File: config.mk
export PLATFORM = sky130hd
export DESIGN_NAME = ess_top
export DESIGN_NICKNAME = d
export VERILOG_FILES = /design/src/ess_pkg.sv /design/src/ess_top.sv
export SDC_FILE = /design/constraint.sdc
export NUM_CORES = 2
export LEC_CHECK = 0
export BUFFER_PORTS_ARGS = -buffer_cell sky130_fd_sc_hd__buf_2
export CORE_UTILIZATION = 45
export DETAILED_ROUTE_END_ITERATION = 8
export PLACE_DENSITY = 0.57
export SLEW_MARGIN = 15
export SYNTH_ARGS = -nofsm -noshare
export SYNTH_HDL_FRONTEND = slang
export SYNTH_SLANG_ARGS = --single-unit
File: constraint.sdc
create_clock -name core_clk -period 191 [get_ports core_clk]
set_input_delay 47.75 -clock core_clk [delete_from_list [all_inputs] [get_ports core_clk]]
set_output_delay 47.75 -clock core_clk [all_outputs]
set_load 0.02 [all_outputs]
File: src/ess_pkg.sv
// Constants and types shared by the emergency stop sequencer.
package ess_pkg;
	// ----------------------------------------------------------------
	// Timing
	// ----------------------------------------------------------------
	localparam int unsigned CLK_HZ      = 20_000_000;
	localparam int unsigned MS_PER_S    = 1000;
	localparam int unsigned CYC_PER_MS  = CLK_HZ / MS_PER_S;
	localparam logic [15:0] DECEL_MS_MAX = 16'd5000;
	localparam logic [15:0] DB_SPEED_RPM = 16'd60;
	// ----------------------------------------------------------------
	// Register byte offsets
	// ----------------------------------------------------------------
	localparam logic [7:0] OFS_SERVO_WORD_A   = 8'h00;
	localparam logic [7:0] OFS_DECEL  = 8'h04;
	localparam logic [7:0] OFS_RAPID  = 8'h08;
	localparam logic [7:0] OFS_CTRL   = 8'h0c;
	localparam logic [7:0] OFS_STATUS = 8'h10;
	// ----------------------------------------------------------------
	// Field positions and reset values
	// ----------------------------------------------------------------
	localparam int unsigned SERVO_WORD_A_DB_BIT     = 0;
	localparam int unsigned CTRL_BRK_BIT    = 0;
	localparam int unsigned CTRL_RESTART    = 1;
	localparam logic [15:0] SERVO_WORD_A_RST        = 16'h0000;
	localparam logic [15:0] DECEL_RST       = 16'h0000;
	localparam logic [15:0] RAPID_RST       = 16'h0000;
	localparam logic        CTRL_BRK_RST    = 1'b0;
	localparam int unsigned SYNC_W          = 4;
	// ----------------------------------------------------------------
	// Sequencer states
	// ----------------------------------------------------------------
	typedef enum logic [1:0] {
		ST_RUN,
		ST_DECEL,
		ST_STEP,
		ST_BRAKE
	} ess_state_t;
endpackage : ess_pkg

File: src/ess_top.sv
// Emergency stop sequencer with APB register access.
// What this block does
// Stop on external request, controller power loss, or servo alarm.
// Deceleration mode keeps ready on, ramps down, then brakes dynamically.
// Time constant is time from rapid speed to zero, 0..5000 ms.
// Ramp slope is fixed, independent of the speed at stop start.
// Time constant zero gives an immediate position-loop step stop.
// Hand over to dynamic brake at 60 r/min or below.
// Power failure during deceleration abandons the ramp for the brake.
// Holding-brake output switches together with the dynamic brake.
// Alarm with dynamic-brake method skips deceleration, whatever the mode.
// Servo_word_a word bit 0: 0 deceleration stop, 1 dynamic brake stop.
// Dynamic brake mode brakes both at once when the stop occurs.
// Software should set time constant equal to rapid acceleration constant.
// Decrement per cycle is rapid speed over cycles; clamp at zero.
`timescale 1ns/1ps
module ess_top
	import ess_pkg::*;
(
	// Clock, reset and enable
	input  wire logic        core_clk,
	input  wire logic        reset,
	input  wire logic        ce,
	// APB slave
	input  wire logic        psel,
	input  wire logic        penable,
	input  wire logic        pwrite,
	input  wire logic [7:0]  paddr,
	input  wire logic [31:0] pwdata,
	output logic [31:0]      prdata,
	output logic             pready,
	output logic             pslverr,
	// Stop causes from pins
	input  wire logic        ext_stop_in,
	input  wire logic        power_loss_in,
	input  wire logic        servo_alarm_in,
	input  wire logic        alarm_db_in,
	// Motor side
	input  wire logic [15:0] speed_req,
	input  wire logic [15:0] motor_speed_fb,
	output logic [15:0]      speed_cmd,
	output logic             ready,
	output logic             dyn_brake,
	output logic             hold_brake,
	output logic             step_stop
);

	// ----------------------------------------------------------------
	// Helpers
	// ----------------------------------------------------------------
	// Ramp step in 16.16 fixed point; a zero t_ms gives a zero step.
	function automatic logic [31:0] ramp_step(input logic [15:0] rapid,
		input logic [15:0] t_ms);
		logic [47:0] num;
		logic [47:0] den;
		num = {16'h0000, rapid, 16'h0000};
		den = 48'(t_ms) * 48'(CYC_PER_MS);
		if (den == 48'h0) begin
			ramp_step = 32'h0000_0000;
		end else begin
			ramp_step = 32'(num / den);
		end
	endfunction : ramp_step

	// ----------------------------------------------------------------
	// Registers
	// ----------------------------------------------------------------
	logic [15:0]        servo_servo_word_a_word_q;
	logic [15:0]        decel_time_param_q;
	logic [15:0]        rapid_speed_q;
	logic               brake_ctl_q;
	logic               restart_q;
	ess_state_t         state_q;
	ess_state_t         state_d;
	logic [31:0]        cmd_q;
	logic [31:0]        cmd_d;
	logic [31:0]        step_q;
	logic [SYNC_W-1:0]  s1_q;
	logic [SYNC_W-1:0]  s2_q;
	logic [SYNC_W-1:0]  s3_q;
	logic [SYNC_W-1:0]  cause_q;
	logic               ext_stop;
	logic               pwr_loss;
	logic               alarm;
	logic               alarm_db;
	logic               stop_any;
	logic               db_direct;
	logic               at_handover;
	logic               apb_wr;
	logic               apb_hit;

	// ----------------------------------------------------------------
	// Pin synchronisers
	// ----------------------------------------------------------------
	// A change is accepted once the second and third stages agree.
	always_ff @(posedge core_clk or posedge reset) begin
		if (reset) begin
			s1_q    <= '0;
			s2_q    <= '0;
			s3_q    <= '0;
			cause_q <= '0;
		end else if (ce) begin
			s1_q <= {alarm_db_in, servo_alarm_in, power_loss_in, ext_stop_in};
			s2_q <= s1_q;
			s3_q <= s2_q;
			for (int i = 0; i < SYNC_W; i++) begin
				if (s2_q[i] == s3_q[i]) begin
					cause_q[i] <= s3_q[i];
				end
			end
		end
	end

	assign ext_stop = cause_q[0];
	assign pwr_loss = cause_q[1];
	assign alarm    = cause_q[2];
	assign alarm_db = cause_q[2] & cause_q[3];
	// three stop causes
	assign stop_any = ext_stop | pwr_loss | alarm;
	// stop method select
	// brake-method alarm (alarm_db) forces brake
	assign db_direct = servo_servo_word_a_word_q[SERVO_WORD_A_DB_BIT] | alarm_db | pwr_loss;
	// handover speed
	assign at_handover = (motor_speed_fb <= DB_SPEED_RPM) || (cmd_q == '0);

	// ----------------------------------------------------------------
	// APB slave
	// ----------------------------------------------------------------
	assign pready  = 1'b1;
	assign apb_hit = (paddr == OFS_SERVO_WORD_A) || (paddr == OFS_DECEL) ||
		(paddr == OFS_RAPID) || (paddr == OFS_CTRL) ||
		(paddr == OFS_STATUS);
	assign pslverr = psel & penable & ~apb_hit;
	assign apb_wr  = psel & penable & pwrite & ce;

	always_ff @(posedge core_clk or posedge reset) begin
		if (reset) begin
			servo_servo_word_a_word_q  <= SERVO_WORD_A_RST;
			decel_time_param_q <= DECEL_RST;
			rapid_speed_q      <= RAPID_RST;
			brake_ctl_q        <= CTRL_BRK_RST;
			restart_q          <= 1'b0;
		end else if (ce) begin
			restart_q <= 1'b0;
			if (apb_wr) begin
				case (paddr)
					OFS_SERVO_WORD_A: begin
						servo_servo_word_a_word_q <= pwdata[15:0];
					end
					// clamp to legal range
					OFS_DECEL: begin
						if (pwdata[15:0] > DECEL_MS_MAX) begin
							decel_time_param_q <= DECEL_MS_MAX;
						end else begin
							decel_time_param_q <= pwdata[15:0];
						end
					end
					OFS_RAPID: begin
						rapid_speed_q <= pwdata[15:0];
					end
					OFS_CTRL: begin
						brake_ctl_q <= pwdata[CTRL_BRK_BIT];
						restart_q   <= pwdata[CTRL_RESTART];
					end
					default: begin
					end
				endcase
			end
		end
	end

	always_comb begin
		prdata = 32'h0000_0000;
		case (paddr)
			OFS_SERVO_WORD_A:   prdata = {16'h0000, servo_servo_word_a_word_q};
			OFS_DECEL:  prdata = {16'h0000, decel_time_param_q};
			OFS_RAPID:  prdata = {16'h0000, rapid_speed_q};
			OFS_CTRL:   prdata = {31'h0, brake_ctl_q};
			OFS_STATUS: prdata = {20'h0, cause_q, 2'h0, state_q,
				hold_brake, dyn_brake, ready, step_stop};
			default:    prdata = 32'h0000_0000;
		endcase
	end

	// ----------------------------------------------------------------
	// Stop sequencer
	// ----------------------------------------------------------------
	always_comb begin
		state_d = state_q;
		cmd_d   = cmd_q;
		case (state_q)
			ST_RUN: begin
				cmd_d = {speed_req, 16'h0000};
				if (stop_any) begin
					// brake at once
					if (db_direct) begin
						state_d = ST_BRAKE;
						cmd_d   = '0;
					// zero time step stop
					end else if (decel_time_param_q == 16'h0000) begin
						state_d = ST_STEP;
						cmd_d   = '0;
					// start from present speed
					end else begin
						state_d = ST_DECEL;
						cmd_d   = {motor_speed_fb, 16'h0000};
					end
				end
			end
			ST_DECEL: begin
				// fixed decrement, clamp
				if (cmd_q > step_q) begin
					cmd_d = cmd_q - step_q;
				end else begin
					cmd_d = '0;
				end
				// power loss aborts ramp
				// brake at handover speed or ramp end
				if (pwr_loss || alarm_db || at_handover) begin
					state_d = ST_BRAKE;
					cmd_d   = '0;
				end
			end
			ST_STEP: begin
				cmd_d = '0;
				if (pwr_loss || alarm_db ||
					(motor_speed_fb <= DB_SPEED_RPM)) begin
					state_d = ST_BRAKE;
				end
			end
			ST_BRAKE: begin
				cmd_d = '0;
				if (restart_q && !stop_any) begin
					state_d = ST_RUN;
				end
			end
			default: begin
				state_d = ST_BRAKE;
				cmd_d   = '0;
			end
		endcase
	end

	always_ff @(posedge core_clk or posedge reset) begin
		if (reset) begin
			state_q <= ST_RUN;
			cmd_q   <= '0;
			step_q  <= '0;
		end else if (ce) begin
			state_q <= state_d;
			cmd_q   <= cmd_d;
			// slope latched at entry
			if (state_q == ST_RUN) begin
				step_q <= ramp_step(rapid_speed_q, decel_time_param_q);
			end
		end
	end

	// Outputs follow the next state so all change on one edge.
	always_ff @(posedge core_clk or posedge reset) begin
		if (reset) begin
			speed_cmd  <= 16'h0000;
			ready      <= 1'b1;
			dyn_brake  <= 1'b0;
			hold_brake <= 1'b0;
			step_stop  <= 1'b0;
		end else if (ce) begin
			speed_cmd  <= cmd_d[31:16];
			ready      <= (state_d != ST_BRAKE);
			dyn_brake  <= (state_d == ST_BRAKE);
			// hold brake with dynamic brake
			hold_brake <= (state_d == ST_BRAKE) & brake_ctl_q;
			step_stop  <= (state_d == ST_STEP);
		end
	end
endmodule : ess_top

Word level (Yosys, flattened, before mapping)
Index checks and enable logic that the tools add are counted.

Output and inout bits: 54. Input bits: 82. Logic and storage cells: 94. Bits in registers: 152.

$add $sub $neg: 1. Reduce and logical (&&, ||, !) cells: 25. Equality and inequality tests: 14. Div/mod/pow operators: 1. Mux-type cells: 18. Order comparisons: 3. Bitwise logic cells: 11. Multiply operators: 1.

Operators by type and width (number): $mux W32 (6); $pmux W32 S3 (1); $pmux W16 S5 (1); $div A32 B31 Y48 (1); $gt A32 B32 Y1 (1); $logic_not A32 Y1 (1); $sub A32 B32 Y32 (1); $logic_not A31 Y1 (1); $mul A16 B10 Y26 const B (1); $eq A8 B4 Y1 const B (2); $gt A16 B13 Y1 const B (1); $le A16 B6 Y1 const B (1); $logic_not A16 Y1 (1); $mux W16 (1); $mux W2 (6); $reduce_and A3 Y1 (4); $reduce_and A2 Y1 (5); $eq A2 B2 Y1 const B (4); $eq A8 B3 Y1 const B (1); $eq A8 B5 Y1 const B (1); $logic_not A8 Y1 (1); $logic_or A1 B1 Y1 (8); $pmux W2 S4 (1); $and A1 B1 Y1 (6); 10 further kinds (17).

Logic depth before layout (Yosys ltp)
Word-level depth: 8. Gate-level depth with buffers: 766. Mapped depth without buffers: 711.

Least setup slack after synthesis
No wires, ideal clock.

Path type: flip-flop to flip-flop. Start: reg decel_time_param_q[3]. End: reg step_q[0]. Path buffers: 77. Path slack: 49.784 ns. Arrival time: 141.073 ns. Period minus slack after synthesis: 141.216 ns. Data required time: 190.856 ns. Stages on the path, launching flop included: 730. Setup time: 0.144 ns. Path through: dfrtp_1 -> inv_1 -> fa_1 -> inv_1 -> ha_1 -> inv_1 -> fa_1 -> inv_1 -> ha_1 -> inv_1 -> fa_1 -> inv_1 -> ha_1 -> clkbuf_1 -> o211a_1 -> o211ai_1 -> o22ai_1 -> o211ai_1 -> (+694 left out) -> nor2b_1 -> o21ai_0 -> nand2b_1 -> a21oi_1 -> o31ai_1 -> a21oi_1 -> nor2b_1 -> o21ai_0 -> nand2b_1 -> a21oi_1 -> nor2b_1 -> o21ai_0 -> nand2b_1 -> a221oi_1 -> and4_1 -> o2111ai_1 -> a2111oi_2 -> a41oi_2.

Word-level cells in the longest chain between the ends: 3. Elaborated cells on any way between the ends: 4. Classes of those cells: 1 x mul; 1 x div; 1 x mux; 1 x reduce/logical.

RTL lines: from (decl) (RTL line ess_top.sv:69) `logic [15:0] decel_time_param_q;`; from (signal assigned) (RTL line ess_top.sv:155) `decel_time_param_q <= pwdata[15:0];`; $mul A16 B10 Y26 * (RTL line ess_top.sv:57) `den = 48'(t_ms) * 48'(CYC_PER_MS);`; $div A32 B31 Y48 or $logic_not A31 Y1 (tied branches) (RTL line ess_top.sv:61, ess_top.sv:58); $mux W32 * (RTL line ess_top.sv:58) `if (den == 48'h0) begin`; to (signal assigned) (RTL line ess_top.sv:254) `step_q <= ramp_step(rapid_speed_q, decel_time_param_q);`; to (decl) (RTL line ess_top.sv:77) `logic [31:0] step_q;`.

Every way passes the cells marked *; elsewhere a longest branch is shown, timed or not. A chain may end at the register's enable or synchronous reset.

Final worst setup path
Start: reg decel_time_param_q[8]. End: reg step_q[0].

Same word-level chain as after synthesis.

==> qor.yml <==
outcome:
  status: "completed"
drt:
  first_pass_iters: 8
  wl_met1_mm: 95.4
  drc: 0
  highest_layer: "met5"
  dr_wl_met3_mm: 14.9
  ant_nets: 0
  drt-initial-drc-count: 5329
  wl_per_cell_um: 21.7
  avgViaCountPerCell: 6.32
  route.vias.total: 61100
  wl_met2_mm: 93.9
  routed_wl_mm: 210
run:
  drv_cap: 0
critical_path:
  cpPeakStageDelay_ns: 0.91
  worst_path_most_repeated_cell: "o21ai_0"
  crit_path_top_delay_cell: "o21ai_0"
  required_ns: 191.25
  critPathKind: "reg -> reg"
  end_kind: "register"
  rrSetupSlack_ns: 25.16
  timing.rr.end: "step_q[0]"
  startpoint_type: "register"
  arrival_ns: 166.10
  crit_fanout: 59
  reg2reg_from: "decel_time_param_q[8]"
  rr_worst_depth: 671
sta:
  rsz0062_at_grt: "false"
  setup_tns_ns: 0
  maxSlewViolCount: 0
  fmax_mhz: 6.03
  final.min_clock_period_ns: 165.84
  finalSetupViolations: 0
  timing.final.hold_violations: 0
  finalCritPeriodShare_pct: 86.8
  relSlewSlack_pct: 22.6
  clock_skew_ns: 0.0144
  worst_pin_slew_ns: 1.15
floorplanning:
  die_h_um: 359
  core.rowCount: 130
  initial_utilization_pct: 45.5
  die-width_um: 359
  fp.coreArea_mm2: 0.126
  die_area_mm2: 0.129
  pin_count: 136
logic_synthesis:
  synth_area_leaders: "ha_1 (20%), a21oi_1 (6.1%), dfrtp_1 (5.9%)"
  synth-edff-count: 0
  synth_async_sr_flop_share_pct: 100
  ys_types: 135
  yosys.area.top_type_share_pct: 19.5
  ys_warn_count: 0
  yosysTopAreaCell: "ha_1"
  syn-cell-area_mm2: 0.0575
  ys_seq_elements: 136
  synth-main-ff-cell: "dfrtp_1"
  syn_inst: 8032
  synth-seq-area-share_pct: 5.92
  avgSynthCellArea_um2: 7.16
clock_tree:
  htree_num_levels: 4
  clk_latency_ns: 0.45
  clock_sinks: 136
  cts_buffers: 17
  cts_tree: "built"
  postCtsSetupBuffers: 0
  cts_resized: 0
  root_buffer: "clkbuf_16"
  cts.path.max_buffers: 2
  path_clk_slew_ns: 0.07
  hold_buffers: 0
placed_design:
  dpl-instance-area_mm2: 0.0598
  gp_congestion: 0.981
  dp_hpwl_mm: 169
  place_inst: 9644
  numPortBuffers: 102
finish:
  fin_area_mm2: 0.0604
  layout-drive-gt1-share_pct: 8.81
  final_cell_count_no_fill: 9678
  layout.nets: 9028
  syn_to_final_growth_pct: 5.05
worst_hold_path:
  min-delay-start: "step_q[7]"
  hp-class: "reg -> reg"
  hold_end: "step_q[7]"
  hold_depth: 2
global_route:
  grt_pass1_wl_mm: 324
  antenna_found_initial: 7
  grt_max_degree: 81
  grt_usage_pct: 31.2
  grt_overflow: 0
  grt_pass1_vias: 56600
[registers in the layout, summed over array words and instances, names as in the netlist, 16 cells and up]
| name | count |
|---|---|
| cmd_q | 32 |
| decel_time_param_q | 16 |
| servo_servo_word_a_word_q | 16 |
| rapid_speed_q | 16 |
| step_q | 32 |
[logic make-up after synthesis]
family                   after synthesis  share of synthesized area (%)
AND/OR/NAND/NOR                     2870                           24.8
AO/OA/AOI/OAI                       2581                           29.7
adder cells (fa/ha/maj)              934                           20.8
buffers and inverters                674                           4.76
XOR/XNOR                             541                           8.27
multiplexers                         294                           5.70
flip-flops                           136                           5.92
other                                  2                         0.0131
[critical path: cells and delay by family, from the launching register on]
family / cells / cell delay [ns]
fa+ha+maj: 47 / 16.50
simple gates: 188 / 43.47
flops: 1 / 0.58
mux: 9 / 3.19
buf+inv: 31 / 7.42
compound gates: 396 / 93.93
[metal layers]
| layer | vias up | track usage (%) |
|---|---|---|
| li1 | 29800 | - |
| met1 | 29000 | 42.6 |
| met2 | 2010 | 51.5 |
| met3 | 294 | 3.79 |
| met4 | 2 | 8.39 |
| met5 | - | 0 |
[cells in the final DEF (no fill, tap or decap), types with 235 or more instances in the layout]
master   count
xnor2_1    288
a21oi_1    702
xor2_1     250
nand2_1    700
nor3_1     235
ha_1       896
mux2_2     241
o21ai_0    514
nor2_1     752
inv_1      382
a21o_1     331
[metrics by stage]
step	util [%]	hold WS [ns]	worst slack (ns)
floorplan	-	0.450	49.78
global placement	47.4	0.464	30.39
detailed placement	47.4	0.470	29.78
CTS	47.8	0.485	29.06
global route	47.8	0.513	13.73
finish	47.8	0.481	25.16
[worst max path at each step]
stage                               start        end  slack (ns)  cells after the start
CTS                 decel_time_param_q[8]  step_q[0]       29.06                    675
global placement    decel_time_param_q[8]  step_q[0]       30.39                    671
detailed placement  decel_time_param_q[8]  step_q[0]       29.78                    675
global route        decel_time_param_q[8]  step_q[0]       13.73                    677
floorplan           decel_time_param_q[3]  step_q[0]       49.78                   1168
finish              decel_time_param_q[8]  step_q[0]       25.16                    671
[layout make-up]
class,count,area [um^2]
fill,13000,65800
multi-input combinational,7253,51500
sequential,136,3400
tap,1650,2060
inverter,399,1500
timing repair buffer,206,1290
clock buffer,20,467
clock inverter,12,106
antenna,2,5.00
[Yosys cell counts (all sizes together), types with 55 or more instances]
cell type  number
buf           105
nor2b          90
o21bai         55
or2            62
a211oi         71
and3           69
or3            73
nor2          763
a21oi         708
nor4           70
a31oi          79
xor2          250
o21a          159
clkbuf        170
inv           399
o21ai         538
xnor2         291
a21o          331
nand3         239
and2           94
nand4         151
nand2b        160
nor3          248
o211ai         68
o31ai         146
ha            896
nand2         707
mux2          242
dfrtp         135
Power is left out: the tool's default activity adds up to more than one toggle a clock period on the data nets, which glitch-free logic cannot reach.
